## src/logic/alu_status_map.svh

```systemverilog
`ifndef ALU_STATUS_MAP_SVH
`define ALU_STATUS_MAP_SVH

// Register byte addresses on the AXI4-Lite slave
`define FLAGS_OFFSET 8'h00
`define LAST_RESULT_OFFSET 8'h04

// Flag positions inside the status byte
`define CARRY_POS 0
`define HALF_BORROW_POS 1
`define ZERO_POS 2
`define SIGNED_WRAP_POS 3
`define SIGN_POS 4
`define FLAG_WIDTH 5

// Reset values
`define FLAGS_RESET 5'h00
`define LAST_RESULT_RESET 8'h00

// AXI responses
`define RESP_OKAY 2'h0
`define RESP_SLVERR 2'h2

`endif

```

## src/logic/alu_status_pkg.sv

```systemverilog
`default_nettype none

package alu_status_pkg;

    typedef enum logic [3:0] {
        OP_NONE,
        OP_ADD,
        OP_ADDC,
        OP_SUB,
        OP_SUBB,
        OP_AND,
        OP_IOR,
        OP_XOR,
        OP_CLEAR,
        OP_BITSET,
        OP_BITCLR,
        OP_SWAP,
        OP_MOVE
    } alu_op_e;

    typedef logic [7:0] byte_t;

endpackage

`default_nettype wire

```

## src/logic/alu_status_flag_register.sv

```systemverilog
`include "alu_status_map.svh"
`default_nettype none

module alu_status_flag_register #(
    parameter int ADDR_W = 8
) (
    input wire logic clk,
    input wire logic sys_rst,
    // Execute stage
    input wire logic exValid,
    input wire alu_status_pkg::alu_op_e exOp,
    input wire alu_status_pkg::byte_t exA,
    input wire alu_status_pkg::byte_t exB,
    input wire logic [2:0] exBit,
    input wire logic exSrcIsStatus,
    input wire logic exDestIsStatus,
    output alu_status_pkg::byte_t resultData,
    output logic resultWe,
    output alu_status_pkg::byte_t statusOut,
    // AXI4-Lite slave
    input wire logic [ADDR_W-1:0] s_axi_awaddr,
    input wire logic s_axi_awvalid,
    output logic s_axi_awready,
    input wire logic [31:0] s_axi_wdata,
    input wire logic [3:0] s_axi_wstrb,
    input wire logic s_axi_wvalid,
    output logic s_axi_wready,
    output logic [1:0] s_axi_bresp,
    output logic s_axi_bvalid,
    input wire logic s_axi_bready,
    input wire logic [ADDR_W-1:0] s_axi_araddr,
    input wire logic s_axi_arvalid,
    output logic s_axi_arready,
    output logic [31:0] s_axi_rdata,
    output logic [1:0] s_axi_rresp,
    output logic s_axi_rvalid,
    input wire logic s_axi_rready
);
    import alu_status_pkg::*;

    logic [`FLAG_WIDTH-1:0] flags_reg, flags_next;
    byte_t resultData_reg;
    logic resultWe_reg;

    // ALU operand selection and flag generation
    wire byte_t flagByte = {3'b000, flags_reg};
    wire byte_t aOperand = exSrcIsStatus ? flagByte : exA;
    wire logic isAdd = (exOp == OP_ADD) || (exOp == OP_ADDC);
    wire logic isSub = (exOp == OP_SUB) || (exOp == OP_SUBB);
    wire logic isArith = isAdd || isSub;
    wire logic isLogic = (exOp == OP_AND) || (exOp == OP_IOR) || (exOp == OP_XOR);
    wire logic isClear = (exOp == OP_CLEAR);
    wire logic isDirect = (exOp == OP_BITSET) || (exOp == OP_BITCLR) || (exOp == OP_SWAP) || (exOp == OP_MOVE);
    wire logic affectsFlags = isArith || isLogic || isClear;

    // Subtract is add of the complement; carry-in 1 means no borrow pending
    wire byte_t addend = isSub ? ~exB : exB;
    wire logic carryIn = (exOp == OP_SUB) ? 1'b1 :
                         ((exOp == OP_ADDC) || (exOp == OP_SUBB)) ? flags_reg[`CARRY_POS] : 1'b0;
    wire logic [8:0] sum9 = {1'b0, aOperand} + {1'b0, addend} + {8'h00, carryIn};
    wire logic [4:0] half5 = {1'b0, aOperand[3:0]} + {1'b0, addend[3:0]} + {4'h0, carryIn};
    wire byte_t bitMask = 8'(8'h01 << exBit);

    byte_t aluResult;
    always_comb begin
        unique case (exOp)
            OP_ADD, OP_ADDC, OP_SUB, OP_SUBB: aluResult = sum9[7:0];
            OP_AND: aluResult = aOperand & exB;
            OP_IOR: aluResult = aOperand | exB;
            OP_XOR: aluResult = aOperand ^ exB;
            OP_BITSET: aluResult = aOperand | bitMask;
            OP_BITCLR: aluResult = aOperand & ~bitMask;
            OP_SWAP: aluResult = {aOperand[3:0], aOperand[7:4]};
            OP_MOVE: aluResult = exB;
            OP_NONE, OP_CLEAR: aluResult = 8'h00;
            default: aluResult = 8'h00;
        endcase
    end

    // Only the flags an op touches move; the rest keep their value
    wire logic wrapNew = (aOperand[7] == addend[7]) && (sum9[7] != aOperand[7]);
    wire logic [`FLAG_WIDTH-1:0] aluFlags = {
        (isArith || isLogic) ? aluResult[7] : flags_reg[`SIGN_POS],
        isArith ? wrapNew : flags_reg[`SIGNED_WRAP_POS],
        isClear ? 1'b1 : ((isArith || isLogic) ? (aluResult == 8'h00) : flags_reg[`ZERO_POS]),
        isArith ? half5[4] : flags_reg[`HALF_BORROW_POS],
        isArith ? sum9[8] : flags_reg[`CARRY_POS]
    };

    // Register bus, one write and one read in flight at most
    logic awHeld_reg, wHeld_reg, bvalid_reg, rvalid_reg;
    logic [ADDR_W-1:0] awAddr_reg;
    logic [31:0] wData_reg, rdata_reg;
    logic [3:0] wStrb_reg;
    logic [1:0] bresp_reg, rresp_reg;

    wire logic awTake = s_axi_awvalid && s_axi_awready;
    wire logic wTake = s_axi_wvalid && s_axi_wready;
    wire logic haveAw = awHeld_reg || awTake;
    wire logic haveW = wHeld_reg || wTake;
    wire logic busWrite = haveAw && haveW && !bvalid_reg;
    wire logic [ADDR_W-1:0] wrAddr = awHeld_reg ? awAddr_reg : s_axi_awaddr;
    wire logic [31:0] wrData = wHeld_reg ? wData_reg : s_axi_wdata;
    wire logic [3:0] wrStrb = wHeld_reg ? wStrb_reg : s_axi_wstrb;
    wire logic [7:0] wrWord = 8'({wrAddr[ADDR_W-1:2], 2'b00});
    wire logic wrFlagsHit = (wrWord == `FLAGS_OFFSET);
    wire logic wrMapped = wrFlagsHit || (wrWord == `LAST_RESULT_OFFSET);
    wire logic busFlagWrite = busWrite && wrFlagsHit && wrStrb[0];

    wire logic arTake = s_axi_arvalid && s_axi_arready;
    wire logic [7:0] rdWord = 8'({s_axi_araddr[ADDR_W-1:2], 2'b00});
    wire logic rdFlagsHit = (rdWord == `FLAGS_OFFSET);
    wire logic rdResultHit = (rdWord == `LAST_RESULT_OFFSET);
    wire logic [31:0] rdValue = rdFlagsHit ? {24'h00_0000, flagByte} :
                                rdResultHit ? {24'h00_0000, resultData_reg} : 32'h0000_0000;

    assign s_axi_awready = !awHeld_reg && !bvalid_reg;
    assign s_axi_wready = !wHeld_reg && !bvalid_reg;
    assign s_axi_bvalid = bvalid_reg;
    assign s_axi_bresp = bresp_reg;
    assign s_axi_arready = !rvalid_reg;
    assign s_axi_rvalid = rvalid_reg;
    assign s_axi_rdata = rdata_reg;
    assign s_axi_rresp = rresp_reg;

    // Execute stage wins a same-cycle collision so the instruction stream stays exact
    always_comb begin
        flags_next = flags_reg;
        if (exValid && exDestIsStatus && isDirect) begin
            flags_next = aluResult[`FLAG_WIDTH-1:0];
        end else if (exValid && affectsFlags) begin
            flags_next = aluFlags;
        end else if (busFlagWrite) begin
            flags_next = wrData[`FLAG_WIDTH-1:0];
        end
    end

    // Results aimed at the status register never reach the file
    wire logic writeFile = exValid && (exOp != OP_NONE) && !exDestIsStatus;

    always_ff @(posedge clk) begin
        if (sys_rst) begin
            flags_reg <= `FLAGS_RESET;
            resultData_reg <= `LAST_RESULT_RESET;
            resultWe_reg <= 1'b0;
        end else begin
            flags_reg <= flags_next;
            resultWe_reg <= writeFile;
            if (writeFile) begin
                resultData_reg <= aluResult;
            end
        end
    end

    always_ff @(posedge clk) begin
        if (sys_rst) begin
            awHeld_reg <= 1'b0;
            wHeld_reg <= 1'b0;
            bvalid_reg <= 1'b0;
            bresp_reg <= `RESP_OKAY;
            awAddr_reg <= '0;
            wData_reg <= 32'h0000_0000;
            wStrb_reg <= 4'h0;
        end else begin
            if (awTake && !busWrite) begin
                awHeld_reg <= 1'b1;
                awAddr_reg <= s_axi_awaddr;
            end
            if (wTake && !busWrite) begin
                wHeld_reg <= 1'b1;
                wData_reg <= s_axi_wdata;
                wStrb_reg <= s_axi_wstrb;
            end
            if (busWrite) begin
                awHeld_reg <= 1'b0;
                wHeld_reg <= 1'b0;
                bvalid_reg <= 1'b1;
                bresp_reg <= wrMapped ? `RESP_OKAY : `RESP_SLVERR;
            end else if (bvalid_reg && s_axi_bready) begin
                bvalid_reg <= 1'b0;
            end
        end
    end

    always_ff @(posedge clk) begin
        if (sys_rst) begin
            rvalid_reg <= 1'b0;
            rdata_reg <= 32'h0000_0000;
            rresp_reg <= `RESP_OKAY;
        end else if (arTake) begin
            rvalid_reg <= 1'b1;
            rdata_reg <= rdValue;
            rresp_reg <= (rdFlagsHit || rdResultHit) ? `RESP_OKAY : `RESP_SLVERR;
        end else if (rvalid_reg && s_axi_rready) begin
            rvalid_reg <= 1'b0;
        end
    end

    assign resultData = resultData_reg;
    assign resultWe = resultWe_reg;
    assign statusOut = flagByte;
endmodule

`default_nettype wire

```

## config.mk

```make
export PLATFORM = sky130hd
export DESIGN_NAME = alu_status_flag_register
export DESIGN_NICKNAME = d
export VERILOG_FILES = /design/src/logic/alu_status_pkg.sv /design/src/logic/alu_status_flag_register.sv
export VERILOG_INCLUDE_DIRS = /design/src /design/src/logic
export SDC_FILE = /design/constraint.sdc
export NUM_CORES = 1
export LEC_CHECK = 0
export BUFFER_PORTS_ARGS = -buffer_cell sky130_fd_sc_hd__buf_2
export CORE_ASPECT_RATIO = 0.9
export CORE_MARGIN = 1
export CORE_UTILIZATION = 28
export CTS_CLUSTER_DIAMETER = 50
export DETAILED_ROUTE_END_ITERATION = 10
export GPL_ROUTABILITY_DRIVEN = 0
export MAX_ROUTING_LAYER = met4
export PLACE_DENSITY_LB_ADDON = 0.15
export SLEW_MARGIN = 20
export SYNTH_ARGS = -nofsm -noshare
export SYNTH_HDL_FRONTEND = slang
export SYNTH_SLANG_ARGS = --single-unit
```

## constraint.sdc

```tcl
create_clock -name clk -period 10 [get_ports clk]
set_input_delay 1.5 -clock clk [delete_from_list [all_inputs] [get_ports clk]]
set_output_delay 1.5 -clock clk [all_outputs]
set_load 0.03 [all_outputs]
```

Word-level counts from Yosys, hierarchy flattened
Cells that the tools add are included.
W data, S select, Z words.
- register bits after elaboration: 68
- input bits: 85
- output and inout port bits: 58
- logic and storage cells: 123
- add/subtract/negate cells: 4
- eq/ne operators: 19
- shift-type cells: 1
- mux-type cells: 25
- bitwise gates (word level): 7
- reduce and logical (&&, ||, !) cells: 52
- operators by type and width (operator ; count):
    $pmux W8 S8 ; 1
    $mux W8 ; 5
    $logic_not A8 Y1 ; 3
    $eq A4 B4 Y1 const B ; 5
    $mux W5 ; 4
    $logic_and A1 B1 Y1 ; 19
    $and A8 B8 Y8 ; 2
    $eq A4 B3 Y1 const B ; 4
    $not A8 Y8 ; 2
    $or A8 B8 Y8 ; 2
    $logic_or A1 B1 Y1 ; 15
    $mux W1 ; 13
    $eq A6 B1 Y1 const B ; 2
    $add A8 B8 Y9 ; 1
    $add A9 B1 Y9 ; 1
    $eq A4 B2 Y1 const B ; 2
    $shl A1 B3 Y8 const A ; 1
    $xor A8 B8 Y8 ; 1
    $logic_not A1 Y1 ; 6
    $ne A3 B3 Y1 const B ; 2
    $reduce_and A2 Y1 ; 3
    $add A4 B4 Y5 ; 1
    $add A5 B1 Y5 ; 1
    $eq A4 B1 Y1 const B ; 1
    9 further kinds ; 11

Depth between registers and ports, before layout
- word-level depth: 11
- mapped depth: 16

Worst setup path after synthesis
Ideal clock, no wire load.
- path kind: input to register
- start point: input exOp[1]
- end point: register flags_reg[2]
- arrival time: 4.948 ns
- setup slack: 4.965 ns
- stages: 16
- buffers on the path: 3
- cells stage by stage: buf_6 buf_2 buf_2 inv_2 or3_1 a21oi_4 xnor2_1 fa_1 fa_1 nand2b_1 a21oi_1 a31oi_1 xnor2_1 a211oi_1 nand4_1 a221oi_2
- word-level cells in the longest chain between the ends: 11
- elaborated cells between the ends (all ways): 40
- classes of those cells: add/sub (2); eq/ne (13); mux (8); reduce/logical (17)
- RTL lines (element ; line ; text):
    start, declared ; alu_status_flag_register.sv:11 ; input wire alu_status_pkg::alu_op_e exOp,
    $eq A4 B2 Y1, or another cell as far along ; alu_status_flag_register.sv:49, alu_status_flag_register.sv:58, alu_status_flag_register.sv:66 ;
    $logic_or A1 B1 Y1 (on tied branches) ; alu_status_flag_register.sv:49, alu_status_flag_register.sv:59 ;
    $mux W8 / $mux W1 (equally long branches) ; alu_status_flag_register.sv:57, alu_status_flag_register.sv:59 ;
    $add A8 B8 Y9 / $mux W1 (equally long branches) ; alu_status_flag_register.sv:60, alu_status_flag_register.sv:58 ;
    $add A9 B1 Y9 ; alu_status_flag_register.sv:60 ; wire logic [8:0] sum9 = {1'b0, aOperand} + {1'b0, addend} + {8'h00, carryIn};
    $pmux W8 S8 ; alu_status_flag_register.sv:66 ; unique case (exOp)
    $logic_not A8 Y1 ; alu_status_flag_register.sv:85 ; isClear ? 1'b1 : ((isArith || isLogic) ? (aluResult == 8'h00) : flags_reg[`ZERO_POS]),
    $mux W1 (2 in series) ; alu_status_flag_register.sv:85 ;
    $mux W5 ; alu_status_flag_register.sv:131 ; end else if (exValid && affectsFlags) begin
    $mux W5 ; alu_status_flag_register.sv:129 ; if (exValid && exDestIsStatus && isDirect) begin
    end signal, assigned ; alu_status_flag_register.sv:143 ; flags_reg <= `FLAGS_RESET;
    end signal, assigned ; alu_status_flag_register.sv:147 ; flags_reg <= flags_next;
    end, declared ; alu_status_flag_register.sv:41 ; logic [`FLAG_WIDTH-1:0] flags_reg, flags_next;
Several ways; a longest one is shown, not always the timed one. The select of a mux whose other input is x is not followed.
A chain may end at the register's enable or synchronous reset.

Final worst setup path
Same ends and word-level chain as after synthesis.

==> results.txt <==
The flow ran to the end, and the final reports show no timing, DRC or antenna violations. The first-pass GRT wire length came out at about 16000 um. STA classifies the critical path startpoint as an input pin. The cell area after placement came out at between 3000 and 4000 um^2. The number of global-route vias before repair was 3013. The number of buffers added to fix hold violations after cts came out at 0.

The initial cell density of the core is between 20 and 30%. The data arrival time of the critical path came out at roughly 5500 ps. The master cell of the clock root buffer is sky130_fd_sc_hd__clkbuf_16. For this run, design rule violations remaining after detail routing come to 0. The count of inserted antenna diode cells is 0. The final critical-path setup slack came out at 4660 ps. For this run, the leading register cell type out of synthesis is sky130_fd_sc_hd__dfxtp_1. The number of buffers on the longest clock path came out at 2. Along the worst path, the maximum fanout reaches 26.

The die is between 100 and 150 um tall. Measured along the x axis, the die boundary spans about 120 um. The iteration-0 DRC count of the detailed router came out at 153. The post-cts resize count is 0. The later pin in the worst-skew pair is clocked with a latency of around 280 ps. The quantity of I/O buffers inserted on ports came out at approximately 80. Yosys mapped the design onto 69 distinct sky130hd cell types. In this run the post-CTS setup repair buffer count came out at 0.

The overall die area is about 13000 um^2. The number of antenna violations at the first check in global routing came to 0. The floorplan step defined a core boundary enclosing roughly 12000 um^2. The post-CTS clock slew at the launch and capture registers of the worst setup and hold paths is roughly 60 ps. The post-route clock skew is roughly 3.5 ps. In this run the mean area of a mapped cell was around 7.9 um^2.

The wire length per cell after detailed routing is about 16 um. The post-placement setup slack is ~4400 ps. Once layout is done, the placed cells without fillers occupy roughly 4000 um^2. The leakage power total came out at roughly 1.7 nW.

The normalized max-slew margin is around half. The total of fill cells in the finished design is around 1300. The setup path with the least slack is of type in2reg. Of the available clock period, the critical path in the final layout requires between 50% and 60%. The highest attainable clock frequency is 187 MHz. The critical path required time came out at 10190 ps.

The total grt overflow is 0. The detail-routed via count per cell came out at approximately 5. The area overhead of the layout relative to synthesis is 14.9%. The min-delay analysis places its worst path in the category reg2reg. TritonCTS built the clock tree. The library cell used most frequently in the layout, excluding fill and tap cells, is sky130_fd_sc_hd__buf_2. The routed wire length is approximately 10000 um. The number of nets in the layout is just under 600. TritonCTS created 5 clock buffers.

The first TritonRoute pass finished after 4 iterations. The largest voltage drop on the vdd net came out at 0.0000601 V. The total number of yosys warnings is 0. The overall routing resource usage is between 10% and 20%. Once detail routing completed, the nets flagged for antenna violations numbered 0. Synthesis produced 429 cells. The routed layout has around 3200 vias. The logic depth of the worst register-to-register path came out at 11.

The worst hold path was traced through 2 stages. The area used by multi-input combinational logic is roughly 2300 um^2. The boundary pin count came out at roughly 140. Across the run, the number of max-cap violations was 0. Registers take 801 um^2. The power density relative to cell area came out at ~140 nW/um^2. The total power came out at between 0.5 and 0.6 mW. The count of endpoints failing setup in the final report is 0. The floorplan has 37 rows. The max-slew violation count came out at 0. The share of cells above drive strength 1 is roughly 22%.

The CTS sink count is 40. The library cells used most frequently in the layout, excluding fill and tap cells, are 79 x sky130_fd_sc_hd__buf_2, 43 x sky130_fd_sc_hd__nor2_1, 40 x sky130_fd_sc_hd__dfxtp_1. The number of enable flip-flop cells after synthesis is 0. Entering global routing, the biggest net connects about 40 pins.

The number of synthesized register bits is 40. For this run, asynchronously set or reset flops after synthesis account for 0%. Summing the sequential cell areas from Yosys gives a little under a quarter of the chip area. The transition time at the pin with the least slew margin came out at between 700 and 800 ps. After routing, the total negative slack on setup checks comes to 0 ps.

Summed over all nets, the half-perimeter wirelength after detailed placement is between 7000 and 8000 um. The H-tree was split into 2 levels. The worst setup path is captured at a flop.

Setup repair after global routing left no endpoint under its margin. The post-route minimum period came out at ~5300 ps. The area of the mapped netlist is between 3000 and 4000 um^2. The number of hold violations in the final report came out at 0.
==> stage by stage <==
| step | std cells | hold slack (ps) | util (%) |
|---|---|---|---|
| after global placement | 637 | 440 | 32.2 |
| after global routing | 645 | 478 | 33.7 |
| after floorplan | 457 | 454 | - |
| final | 645 | 447 | 33.7 |
| after CTS | 645 | 450 | 33.6 |
| after detailed placement | 637 | 442 | 32.2 |
==> cells in the mapped netlist, types with 11 or more instances <==
master | n | area (um^2)
sky130_fd_sc_hd__nor3_1 | 11 | 55.1
sky130_fd_sc_hd__dfxtp_1 | 40 | 801
sky130_fd_sc_hd__nor2b_1 | 12 | 75.1
sky130_fd_sc_hd__clkbuf_1 | 12 | 45.0
sky130_fd_sc_hd__mux2i_1 | 21 | 210
sky130_fd_sc_hd__o21ai_0 | 18 | 90.1
sky130_fd_sc_hd__nor2_1 | 43 | 161
sky130_fd_sc_hd__mux2_2 | 11 | 124
sky130_fd_sc_hd__buf_4 | 31 | 233
sky130_fd_sc_hd__a211oi_1 | 12 | 90.1
sky130_fd_sc_hd__a21oi_1 | 28 | 140
sky130_fd_sc_hd__nand3_1 | 13 | 65.1
sky130_fd_sc_hd__nand2_1 | 30 | 113
==> cell families after synthesis <==
logic type / Yosys count / synth area share (%)
DFF: 40 / 23.5
buffers and inverters: 66 / 11.7
xor gates and xnor gates: 20 / 5.15
other: 1 / 0.110
adders and majority gates: 9 / 3.75
muxes: 32 / 9.82
AOI/OAI and AO/OA: 109 / 22.5
and+or+nand+nor: 152 / 23.5
==> layer usage <==
| layer | vias up | GRT usage [%] | share of wire, % |
|---|---|---|---|
| met1 | 1478 | 21.7 | 48 |
| met2 | 114 | 26.7 | 46 |
| met4 | 0 | 5.49 | 2.1 |
| li1 | 1622 | - | - |
| met5 | - | - | 0 |
| met3 | 15 | 2.29 | 4.5 |
==> worst max-delay path: stages <==
cell	delay, ps
sky130_fd_sc_hd__buf_2	420
sky130_fd_sc_hd__inv_2	110
sky130_fd_sc_hd__or3_1	430
sky130_fd_sc_hd__a21oi_4	360
sky130_fd_sc_hd__xnor2_1	140
sky130_fd_sc_hd__fa_1	460
sky130_fd_sc_hd__fa_1	420
sky130_fd_sc_hd__nand2b_1	170
sky130_fd_sc_hd__a21oi_1	300
sky130_fd_sc_hd__a31oi_1	180
sky130_fd_sc_hd__xnor2_1	150
sky130_fd_sc_hd__a211oi_1	370
sky130_fd_sc_hd__nand4_1	210
sky130_fd_sc_hd__a221oi_2	290
==> final timing paths <==
path | start | end | slack, ps
max | exOp[1] | flags_reg[2] | 4660
min | s_axi_rdata[7] | s_axi_rdata[7] | 450
max reg2reg | flags_reg[0] | flags_reg[2] | 6570
min reg2reg | s_axi_rdata[7] | s_axi_rdata[7] | 450
==> layout make-up <==
cell class                 count  share of cell area (%)
clock inverter                 2                   0.896
multi-input combinational    351                    59.2
inverter                      11                    1.06
sequential                    40                    20.5
tap                          156                    4.99
clock buffer                   6                    3.29
timing repair buffer          79                    10.1
==> where the power goes <==
| part | internal [mW] | total [mW] | switching [mW] |
|---|---|---|---|
| registers | 0.170 | 0.180 | 0.00994 |
| logic | 0.0650 | 0.180 | 0.115 |
| clock network | 0.117 | 0.180 | 0.0623 |
No activity file was read; power rests on OpenSTA's default activity.
